$ cat src/pkg/line_ctl_pkg.sv
// constants and types shared by the line control logic
package line_ctl_pkg;
    // ==================================================
    // clock and timing
    localparam int CLK_PERIOD_NS = 10;
    localparam int CS_RESET_EDGES = 16;
    localparam int CLK_FAIL_CLEAR_NS = 400000;
    localparam int CLK_FAIL_CLEAR_CYC = CLK_FAIL_CLEAR_NS / CLK_PERIOD_NS;
    localparam int SLOT_NS = 15625;
    localparam int SLOT_CYC = (SLOT_NS + CLK_PERIOD_NS - 1) / CLK_PERIOD_NS;
    localparam int STROBE_SLOTS = 2;
    localparam int FRAME_SLOTS = 13;
    localparam int MASK_SLOTS = 1;
    localparam int STROBE_CYC = STROBE_SLOTS * SLOT_CYC;
    // ==================================================
    // commands of the serial command port
    localparam logic [7:0] CMD_CLK_WR = 8'h46;
    localparam logic [7:0] CMD_CLK_RD = 8'h47;
    localparam logic [7:0] CMD_CHSEL_WR = 8'h4A;
    localparam logic [7:0] CMD_CHSEL_RD = 8'h4B;
    localparam logic [7:0] CMD_LATCH_WR = 8'h52;
    localparam logic [7:0] CMD_PIN_RD = 8'h53;
    localparam logic [7:0] CMD_DIR_WR = 8'h54;
    localparam logic [7:0] CMD_DIR_RD = 8'h55;
    localparam logic [7:0] CMD_MUX_WR = 8'hC8;
    localparam logic [7:0] CMD_MUX_RD = 8'hC9;
    // ==================================================
    // field positions and channel and pin counts
    localparam int CLK_SRC_BIT = 4;
    localparam int MUX_EN_BIT = 7;
    localparam int STB_POL_BIT = 6;
    localparam int TRI_BIT = 5;
    localparam int ALT_RD_BIT = 5;
    localparam int FAIL_RD_BIT = 7;
    localparam int NUM_CH = 4;
    localparam int NUM_PINS = 5;
    // ==================================================
    // values after reset
    localparam logic [7:0] CLK_CFG_RST = 8'h00;
    localparam logic [7:0] CHAN_SEL_RST = 8'h0F;
    localparam logic [7:0] MUX_CFG_RST = 8'h00;
    localparam logic [5:0] DIR_RST = 6'h00;
    localparam logic [4:0] LATCH_RST = 5'h00;
    // ==================================================
    // serial frame states
    typedef enum logic [1:0] {st_cmd, st_wdata, st_rdata} frame_state_t;
endpackage

$ cat src/slot_tick.sv
// divider giving one enable pulse per multiplex slot
`timescale 1ns/1ps
module slot_tick
    import line_ctl_pkg::*;
(
    input wire logic core_clk,
    input wire logic reset_n,
    input wire logic run,
    output logic tick
);
    logic [15:0] cnt_q;
    logic [15:0] cnt_d;
    logic wrap;

    assign wrap = (cnt_q == 16'(SLOT_CYC - 1));
    // idle count starts at one so the first slot is as long as the rest
    assign cnt_d = !run ? 16'h0001 : (wrap ? 16'h0000 : cnt_q + 16'h0001);

    always_ff @(posedge core_clk)
    begin
        if (!reset_n)
        begin
            cnt_q <= 16'h0000;
            tick <= 1'b0;
        end
        else
        begin
            cnt_q <= cnt_d;
            tick <= run && wrap;
        end
    end
endmodule // slot_tick

$ cat src/line_channel.sv
// one channel: pin latches, direction and detect latches
`timescale 1ns/1ps
module line_channel
    import line_ctl_pkg::*;
(
    input wire logic core_clk,
    input wire logic reset_n,
    input wire logic wr_latch,
    input wire logic wr_dir,
    input wire logic [7:0] wr_data,
    input wire logic en_first,
    input wire logic en_alt,
    input wire logic mux_active,
    input wire logic [4:0] pin_in,
    output logic [4:0] pin_out,
    output logic [4:0] pin_oe,
    output logic [7:0] readback,
    output logic second_status
);
    logic [5:0] dir_q;
    logic detect_first_q;
    logic detect_alt_q;
    logic [4:0] level;
    logic tri_on;

    assign tri_on = dir_q[TRI_BIT];
    // first detect bit replaces the raw pin level
    assign level = {pin_in[4:1], detect_first_q};
    // output pins read back their latch
    assign readback = {2'b00, detect_alt_q,
        (dir_q[4:0] & pin_out) | (~dir_q[4:0] & level)};

    always_ff @(posedge core_clk)
    begin
        if (!reset_n)
        begin
            dir_q <= DIR_RST;
            pin_out <= LATCH_RST;
            pin_oe <= 5'h00;
            detect_first_q <= 1'b0;
            detect_alt_q <= 1'b0;
            second_status <= 1'b0;
        end
        else
        begin
            if (wr_latch)
                pin_out <= wr_data[4:0];
            if (wr_dir)
                dir_q <= wr_data[5:0];
            pin_oe <= tri_on ? 5'h00 : dir_q[4:0];
            if (en_first)
                detect_first_q <= pin_in[0];
            if (en_alt)
                detect_alt_q <= pin_in[0];
            second_status <= mux_active ? detect_alt_q : pin_in[1];
        end
    end

    property p_readback_latch;
        @(posedge core_clk) disable iff (!reset_n)
        dir_q[2] |-> readback[2] == pin_out[2];
    endproperty
    a_readback_latch: assert property (p_readback_latch)
        else $error("output pin does not read back its latch");
    property p_hold_first;
        @(posedge core_clk) disable iff (!reset_n)
        !en_first |=> detect_first_q == $past(detect_first_q);
    endproperty
    a_hold_first: assert property (p_hold_first)
        else $error("first detect bit moved while disabled");
endmodule // line_channel

$ cat src/line_io_ctrl.sv
// serial command port, channel select, clock and detect multiplex control
`timescale 1ns/1ps
module line_io_ctrl
    import line_ctl_pkg::*;
#(
    parameter int CLK_LOCK_CYCLES = line_ctl_pkg::CLK_FAIL_CLEAR_CYC
)
(
    input wire logic core_clk,
    input wire logic reset_n,
    input wire logic cs_n,
    input wire logic serial_port_clock,
    input wire logic serial_data_in,
    output logic serial_data_out,
    output logic serial_data_oe,
    input wire logic [19:0] line_io_in,
    output logic [19:0] line_io_out,
    output logic [19:0] line_io_oe,
    output logic mux_strobe_out,
    output logic mux_strobe_oe,
    output logic [3:0] realtime_second_status,
    output logic clock_source_select,
    output logic clock_fail_flag
);
    // ==================================================
    // serial command port
    logic sclk_prev_q;
    logic cs_prev_q;
    logic [4:0] bit_cnt_q;
    logic [7:0] shift_q;
    logic [7:0] cmd_q;
    logic [7:0] tx_q;
    logic cs_reset_q;
    frame_state_t state_q;
    frame_state_t state_d;
    logic int_rst_n;
    logic sclk_rise;
    logic sclk_fall;
    logic cs_fall;
    logic cs_rise;
    logic full_byte;
    logic commit;
    logic is_write;
    logic is_read;
    logic [7:0] rd_value;

    assign int_rst_n = reset_n && !cs_reset_q;
    assign sclk_rise = !cs_n && serial_port_clock && !sclk_prev_q;
    assign sclk_fall = !cs_n && !serial_port_clock && sclk_prev_q;
    assign cs_fall = !cs_n && cs_prev_q;
    assign cs_rise = cs_n && !cs_prev_q;
    assign full_byte = (bit_cnt_q == 5'd8);
    assign commit = cs_rise && full_byte && (state_q == st_wdata);
    assign is_write = (shift_q == CMD_CLK_WR) || (shift_q == CMD_CHSEL_WR)
        || (shift_q == CMD_LATCH_WR) || (shift_q == CMD_DIR_WR)
        || (shift_q == CMD_MUX_WR);
    assign is_read = (shift_q == CMD_CLK_RD) || (shift_q == CMD_CHSEL_RD)
        || (shift_q == CMD_PIN_RD) || (shift_q == CMD_DIR_RD)
        || (shift_q == CMD_MUX_RD);

    always_comb
    begin
        state_d = state_q;
        if (cs_rise)
        begin
            case (state_q)
                st_cmd:
                    if (full_byte && is_write)
                        state_d = st_wdata;
                    else if (full_byte && is_read)
                        state_d = st_rdata;
                    else
                        state_d = st_cmd;
                default:
                    state_d = st_cmd;
            endcase
        end
    end

    always_ff @(posedge core_clk)
    begin
        if (!int_rst_n)
        begin
            sclk_prev_q <= 1'b0;
            cs_prev_q <= 1'b1;
            bit_cnt_q <= 5'd0;
            shift_q <= 8'h00;
            cmd_q <= 8'h00;
            tx_q <= 8'h00;
            state_q <= st_cmd;
            serial_data_oe <= 1'b0;
        end
        else
        begin
            sclk_prev_q <= serial_port_clock;
            cs_prev_q <= cs_n;
            state_q <= state_d;
            if (cs_fall)
                bit_cnt_q <= 5'd0;
            else if (sclk_rise && bit_cnt_q != 5'd31)
                bit_cnt_q <= bit_cnt_q + 5'd1;
            if (sclk_rise)
                shift_q <= {shift_q[6:0], serial_data_in};
            if (cs_rise && full_byte && state_q == st_cmd)
                cmd_q <= shift_q;
            if (cs_fall)
                tx_q <= rd_value;
            else if (sclk_fall && bit_cnt_q != 5'd0)
                tx_q <= {tx_q[6:0], 1'b0};
            serial_data_oe <= !cs_n && !cs_fall && state_q == st_rdata;
        end
    end
    assign serial_data_out = tx_q[7];

    // chip select held low for 16 clock edges resets on release
    always_ff @(posedge core_clk)
    begin
        if (!reset_n)
            cs_reset_q <= 1'b0;
        else
            cs_reset_q <= cs_rise
                && bit_cnt_q >= 5'(CS_RESET_EDGES);
    end

    // ==================================================
    // configuration registers
    logic [7:0] clk_cfg_q;
    logic [7:0] channel_select_q;
    logic [7:0] mux_cfg_q;
    logic [31:0] lock_cnt_q;
    logic lock_run_q;
    logic mux_active;

    assign mux_active = clk_cfg_q[CLK_SRC_BIT] && mux_cfg_q[MUX_EN_BIT];

    always_ff @(posedge core_clk)
    begin
        if (!int_rst_n)
        begin
            clk_cfg_q <= CLK_CFG_RST;
            channel_select_q <= CHAN_SEL_RST;
            mux_cfg_q <= MUX_CFG_RST;
            clock_fail_flag <= 1'b1;
            lock_run_q <= 1'b0;
            lock_cnt_q <= 32'd0;
            clock_source_select <= 1'b0;
        end
        else
        begin
            if (commit && cmd_q == CMD_CLK_WR)
                clk_cfg_q <= shift_q;
            if (commit && cmd_q == CMD_CHSEL_WR)
                channel_select_q <= shift_q;
            if (commit && cmd_q == CMD_MUX_WR)
                mux_cfg_q <= shift_q;
            clock_source_select <= clk_cfg_q[CLK_SRC_BIT];
            if (commit && cmd_q == CMD_CLK_WR)
            begin
                lock_run_q <= 1'b1;
                lock_cnt_q <= 32'd0;
            end
            else if (lock_run_q && lock_cnt_q == 32'(CLK_LOCK_CYCLES - 1))
            begin
                lock_run_q <= 1'b0;
                clock_fail_flag <= 1'b0;
            end
            else if (lock_run_q)
                lock_cnt_q <= lock_cnt_q + 32'd1;
        end
    end

    // ==================================================
    // multiplex strobe timing
    logic slot_en;
    logic [4:0] slot_q;
    logic strobe_on;
    logic en_first;
    logic en_alt;
    logic [15:0] on_cyc_q;

    slot_tick u_slot_tick (
        .core_clk(core_clk),
        .reset_n(int_rst_n),
        .run(mux_active),
        .tick(slot_en)
    );

    assign strobe_on = mux_active && slot_q < 5'(STROBE_SLOTS);
    // detect latches are masked for one slot after each edge
    assign en_first = !mux_active
        || slot_q >= 5'(STROBE_SLOTS + MASK_SLOTS);
    assign en_alt = mux_active && slot_q >= 5'(MASK_SLOTS)
        && slot_q < 5'(STROBE_SLOTS);

    always_ff @(posedge core_clk)
    begin
        if (!int_rst_n)
        begin
            slot_q <= 5'd0;
            mux_strobe_out <= 1'b0;
            mux_strobe_oe <= 1'b0;
            on_cyc_q <= 16'h0000;
        end
        else
        begin
            if (!mux_active)
                slot_q <= 5'd0;
            else if (slot_en)
                slot_q <= (slot_q == 5'(FRAME_SLOTS - 1)) ? 5'd0
                    : slot_q + 5'd1;
            mux_strobe_oe <= mux_active;
            mux_strobe_out <= strobe_on ^ mux_cfg_q[STB_POL_BIT];
            on_cyc_q <= strobe_on ? on_cyc_q + 16'h0001 : 16'h0000;
        end
    end

    // ==================================================
    // channels and broadcast writes
    logic [7:0] ch_rd [NUM_CH];
    logic [7:0] dir_rd;

    genvar g;
    generate
        for (g = 0; g < NUM_CH; g++)
        begin : g_ch
            line_channel u_ch (
                .core_clk(core_clk),
                .reset_n(int_rst_n),
                .wr_latch(commit && cmd_q == CMD_LATCH_WR
                    && channel_select_q[g]),
                .wr_dir(commit && cmd_q == CMD_DIR_WR
                    && channel_select_q[g]),
                .wr_data(shift_q),
                .en_first(en_first),
                .en_alt(en_alt),
                .mux_active(mux_active),
                .pin_in(line_io_in[g*5 +: 5]),
                .pin_out(line_io_out[g*5 +: 5]),
                .pin_oe(line_io_oe[g*5 +: 5]),
                .readback(ch_rd[g]),
                .second_status(realtime_second_status[g])
            );
        end
    endgenerate

    // reads answer for the lowest enabled channel
    logic [7:0] sel_rd;
    assign sel_rd = channel_select_q[0] ? ch_rd[0]
        : channel_select_q[1] ? ch_rd[1]
        : channel_select_q[2] ? ch_rd[2]
        : channel_select_q[3] ? ch_rd[3] : 8'h00;
    assign dir_rd = {clock_fail_flag, 7'h00};
    assign rd_value = (cmd_q == CMD_CLK_RD) ? clk_cfg_q
        : (cmd_q == CMD_CHSEL_RD) ? channel_select_q
        : (cmd_q == CMD_PIN_RD) ? sel_rd
        : (cmd_q == CMD_DIR_RD) ? dir_rd
        : (cmd_q == CMD_MUX_RD) ? mux_cfg_q : 8'h00;

    // ==================================================
    // checks
    property p_cs_reset;
        @(posedge core_clk) disable iff (!reset_n)
        cs_rise && bit_cnt_q >= 5'(CS_RESET_EDGES) |=> cs_reset_q
            ##1 channel_select_q == CHAN_SEL_RST;
    endproperty
    a_cs_reset: assert property (p_cs_reset)
        else $error("chip select hold did not reset");
    property p_pin_reset;
        @(posedge core_clk) disable iff (!reset_n)
        $rose(reset_n) |-> clock_fail_flag && !mux_strobe_oe;
    endproperty
    a_pin_reset: assert property (p_pin_reset)
        else $error("reset pin did not reset state");
    property p_fail_clear;
        @(posedge core_clk) disable iff (!int_rst_n)
        lock_run_q && lock_cnt_q == 32'(CLK_LOCK_CYCLES - 1)
            && !(commit && cmd_q == CMD_CLK_WR) |=> !clock_fail_flag;
    endproperty
    a_fail_clear: assert property (p_fail_clear)
        else $error("clock fail flag overdue");
    property p_chan_write;
        @(posedge core_clk) disable iff (!int_rst_n)
        commit && cmd_q == CMD_LATCH_WR && channel_select_q[1]
            |=> line_io_out[9:5] == $past(shift_q[4:0]);
    endproperty
    a_chan_write: assert property (p_chan_write)
        else $error("enabled channel missed a write");
    property p_strobe_width;
        @(posedge core_clk) disable iff (!int_rst_n)
        $fell(strobe_on) && mux_active |-> $past(on_cyc_q) + 16'h0001
            == 16'(STROBE_CYC);
    endproperty
    a_strobe_width: assert property (p_strobe_width)
        else $error("strobe width wrong");
    property p_strobe_idle;
        @(posedge core_clk) disable iff (!int_rst_n)
        !mux_active |=> !mux_strobe_oe;
    endproperty
    a_strobe_idle: assert property (p_strobe_idle)
        else $error("strobe pin driven while disabled");
    property p_polarity;
        @(posedge core_clk) disable iff (!int_rst_n)
        mux_active ##1 mux_strobe_oe |-> mux_strobe_out
            == ($past(strobe_on) ^ $past(mux_cfg_q[STB_POL_BIT]));
    endproperty
    a_polarity: assert property (p_polarity)
        else $error("strobe polarity wrong");
    property p_mask;
        @(posedge core_clk) disable iff (!int_rst_n)
        mux_active && (slot_q == 5'h00 || slot_q == 5'h02)
            |-> !en_first && !en_alt;
    endproperty
    a_mask: assert property (p_mask)
        else $error("detect latch open in mask window");
endmodule // line_io_ctrl

$ cat config.mk
export PLATFORM = sky130hd
export DESIGN_NAME = line_io_ctrl
export DESIGN_NICKNAME = d
export VERILOG_FILES = /design/src/pkg/line_ctl_pkg.sv /design/src/slot_tick.sv /design/src/line_channel.sv /design/src/line_io_ctrl.sv
export SDC_FILE = /design/constraint.sdc
export NUM_CORES = 1
export LEC_CHECK = 0
export ABC_AREA = 1
export BUFFER_PORTS_ARGS = -buffer_cell sky130_fd_sc_hd__buf_2
export CORE_MARGIN = 5
export CORE_UTILIZATION = 55
export CTS_BUF_LIST = sky130_fd_sc_hd__clkbuf_16
export CTS_CLUSTER_DIAMETER = 200
export DETAILED_ROUTE_END_ITERATION = 10
export PLACE_DENSITY = 0.73
export RECOVER_POWER = 100
export SLEW_MARGIN = 20
export SYNTH_ARGS = -nofsm -noshare
export SYNTH_HDL_FRONTEND = slang
export SYNTH_HIERARCHICAL = 1
export SYNTH_SLANG_ARGS = --single-unit
$ cat constraint.sdc
create_clock -name core_clk -period 2.1 [get_ports core_clk]
set_input_delay 0 -clock core_clk [delete_from_list [all_inputs] [get_ports core_clk]]
set_output_delay 0 -clock core_clk [all_outputs]
set_load 0.03 [all_outputs]
==> out/results.txt <==
worst-margin pin slew -> 0.701 ns
Avg Vias per Cell -> 5.14
Vias -> 9322
Clock H-tree levels -> 4
Placed Cells incl. Taps -> 1755
Pleak -> 0.00442 uW
Die Span Y -> 143 microns
clk_skew -> 0.0104 ns
Ant. Diodes -> 0
post-route ant nets -> 0
Fmax -> 485 MHz
Period minus WS final -> 2.06 ns
Final Hold Viols -> 0
Die Footprint -> 20500 sq um
Avg WL per Cell -> 14.5 microns
asr flop ratio synth -> 0
sequential cell area fraction in the yosys report -> 0.398
Synth Cell Area -> 9770 sq um
Peak VDD IR -> 0.615 mV
CP required -> 2.43 ns
end-of-flow core utilization -> 0.644
DPL Wire Length -> 18500 microns
placer congestion estimate -> 0.964
endpoint class of the critical path -> register
gr ovfl total -> 0
clock tree buffer depth -> 2
unrepaired setup endpoints after global routing -> true
Setup violations, final -> 0
Power Dens Cells -> 652 nW/um^2
Clock Latency Late Sink -> 0.44 ns
Area growth, synth to finish -> 14.5%
Row Count -> 48
clock tree root buffer cell -> clkbuf_16
drt total wl -> 26300 microns
Rel. slew slack -> 0.532
Starting Density -> 0.563
fin nets -> 1610
status -> completed
Syn Inst Count -> 1469
synthesis-stage register bit count -> 194
Slew Viols, Final -> 0
number of flops mapped to enable cells by yosys -> 0
gr usage total -> 0.251
cts bufs inserted -> 17
crit-path max FO -> 8
largest net degree at the start of global routing -> 93
vias in the first global route -> 8249
Initial DRC Count -> 763
max cap viols -> 0
clock sinks -> 194
final setup TNS -> 0 ns
CTS tree -> yes
ys flop type -> dfxtp_1
post-route insts no fill -> 1813
period utilisation layout -> 0.981
IO Pins -> 75
I/O Buffers -> 74
Worst setup SP type -> register
Die X -> 143 microns
first-pass GRT wire length -> 41200 microns
Hold Path Class -> input pin to register
CTS clk-pin slew, worst paths -> 0.07 ns
layout cells sized above 1 -> 0.122
arrival time at the worst endpoint -> 2.39 ns
YS warnings -> 6
Setup CP Type -> register to register
Avg Cell Area, Syn -> 6.65 sq um
post-synth cell types -> 46
initial antenna violation count -> 0
Core Area -> 17400 sq um
first drt pass iteration count -> 6
Residual DRC -> 0
[cell usage after synthesis, drive strengths merged, types with 2 or more instances]
cell type	n	area, sq um
nor4	2	27.5
ha	9	113
clkinv	3	16.3
inv	161	607
nand4	33	213
clkbuf	10	37.5
nor2	265	1090
xnor2	6	52.6
o21bai	3	22.5
xor2	16	140
a211oi	2	15.0
or2	10	62.6
nand3	66	350
buf	40	295
nor3b	2	20.0
a21oi	98	536
nand2	474	1820
conb	4	15.0
o211ai	8	80.1
dfxtp	194	3880
nor3	21	138
o21ai	38	201
[path summary, 6_finish.rpt]
| check | startpoint | endpoint | slack (ns) | cells after the start |
|---|---|---|---|---|
| setup / recovery | bit_cnt_q[0]$_SDFFE_PP0P_ | g_ch[1].u_ch/pin_out[3]$_SDFFE_PN0P_ | 0.04 | 12 |
| hold / removal | line_io_in[3] | tx_q[3]$_SDFFE_PN0P_ | 0.29 | 8 |
| setup reg to reg | bit_cnt_q[0]$_SDFFE_PP0P_ | g_ch[1].u_ch/pin_out[3]$_SDFFE_PN0P_ | 0.04 | 12 |
| hold reg to reg | g_ch[1].u_ch/dir_q[2]$_SDFFE_PN0P_ | g_ch[1].u_ch/pin_oe[2]$_SDFF_PP0_ | 0.47 | 2 |
[worst max-delay path, cell delays in order, from the launching register on]
cell and delay, ns:
dfxtp_2 0.33, inv_1 0.07, ha_2 0.18, nor3b_4 0.20, nand4_2 0.13, nor2_4 0.20
nand4_1 0.18, buf_4 0.21, nor2_2 0.16, buf_6 0.15, nand2_1 0.06, nand2_1 0.05
nor2_1 0.04
[per-stage QoR]
step	hold slack (ns)	setup WS [ns]	instance area, sq um	power (uW)
after floorplan	0.126	0.110	9780	4040
after global placement	0.255	0.176	10400	4140
after detailed placement	0.264	0.0755	10400	4140
after CTS	0.262	0.0796	11100	7310
after global routing	0.320	-0.0839	11200	7520
final	0.294	0.0400	11200	7290
[logic make-up (layout without fill, tap and decap cells)]
group                      count (synthesis)  count (layout)  share of synthesized area
AOI/OAI and AO/OA                        152             152                     0.0897
xor gates and xnor gates                  22              22                     0.0197
adders and majority gates                  9               9                     0.0115
buffers and inverters                    214             329                     0.0979
DFF                                      194             194                      0.398
other                                      4               8                    0.00154
and+or+nand+nor                          874             874                      0.382
[per-layer routing]
layer,vias up,global-route usage,share of wire
li1,4784,-,-
met1,4180,0.336,0.44
met2,303,0.405,0.46
met3,55,0.0539,0.069
met4,0,0.0813,0.027
met5,-,0,0
[timing repair]
item	in CTS	in global routing
resized for setup	0	26
endpoints found under the setup margin	0	68
hold buffers	12	0
setup buffers	0	9
endpoints found under the hold margin	17	0
[cells in the final DEF (no fill, tap or decap), types with 3 or more instances in the layout]
master and count:
a21oi_1 86, a21oi_2 12, buf_2 26, buf_4 37, buf_6 4, clkbuf_1 49
clkbuf_16 17, clkinv_1 3, clkinv_2 3, clkinvlp_4 5, conb_1 8, dfxtp_1 192
dlygate4sd3_1 12, ha_1 8, inv_1 151, inv_2 10, nand2_1 463, nand2_2 8
nand3_1 62, nand3_2 4, nand4_1 32, nor2_1 237, nor2_2 19, nor2_4 9
nor3_1 17, o211ai_1 4, o211ai_2 4, o21ai_0 37, o21bai_1 3, or2_2 9
xnor2_1 6, xor2_1 16
[where the power goes]
part	leakage, uW	switching, uW	total, uW	internal (uW)
Clock	0.000268	1450	3200	1740
Combinational	0.00258	243	368	125
Sequential	0.00157	25.5	3730	3700
[cell type report]
cell class / instances / area, sq um
well taps: 225 / 282
multi-input cells: 1065 / 4980
repair inverters: 3 / 28.8
fillers: 1604 / 6170
clock inverters: 14 / 145
clock buffers: 17 / 425
flip-flops and latches: 194 / 3890
inverters: 164 / 631
repair buffers: 131 / 808
[flip-flops by register name, indices dropped and copies added, names as in the netlist, 2 cells and up]
name                      flops
lock_cnt_q                   32
clk_cfg_q                     8
g_ch.u_ch/second_status       4
g_ch.u_ch/detect_alt_q        4
slot_q                        5
cmd_q                         8
shift_q                       8
g_ch.u_ch/detect_first_q      4
g_ch.u_ch/pin_oe             20
mux_cfg_q                     8
bit_cnt_q                     5
u_slot_tick/cnt_q            16
tx_q                          8
g_ch.u_ch/dir_q              24
state_q                       2
g_ch.u_ch/pin_out            20
channel_select_q              8
Power figures use the tool's default switching activity.
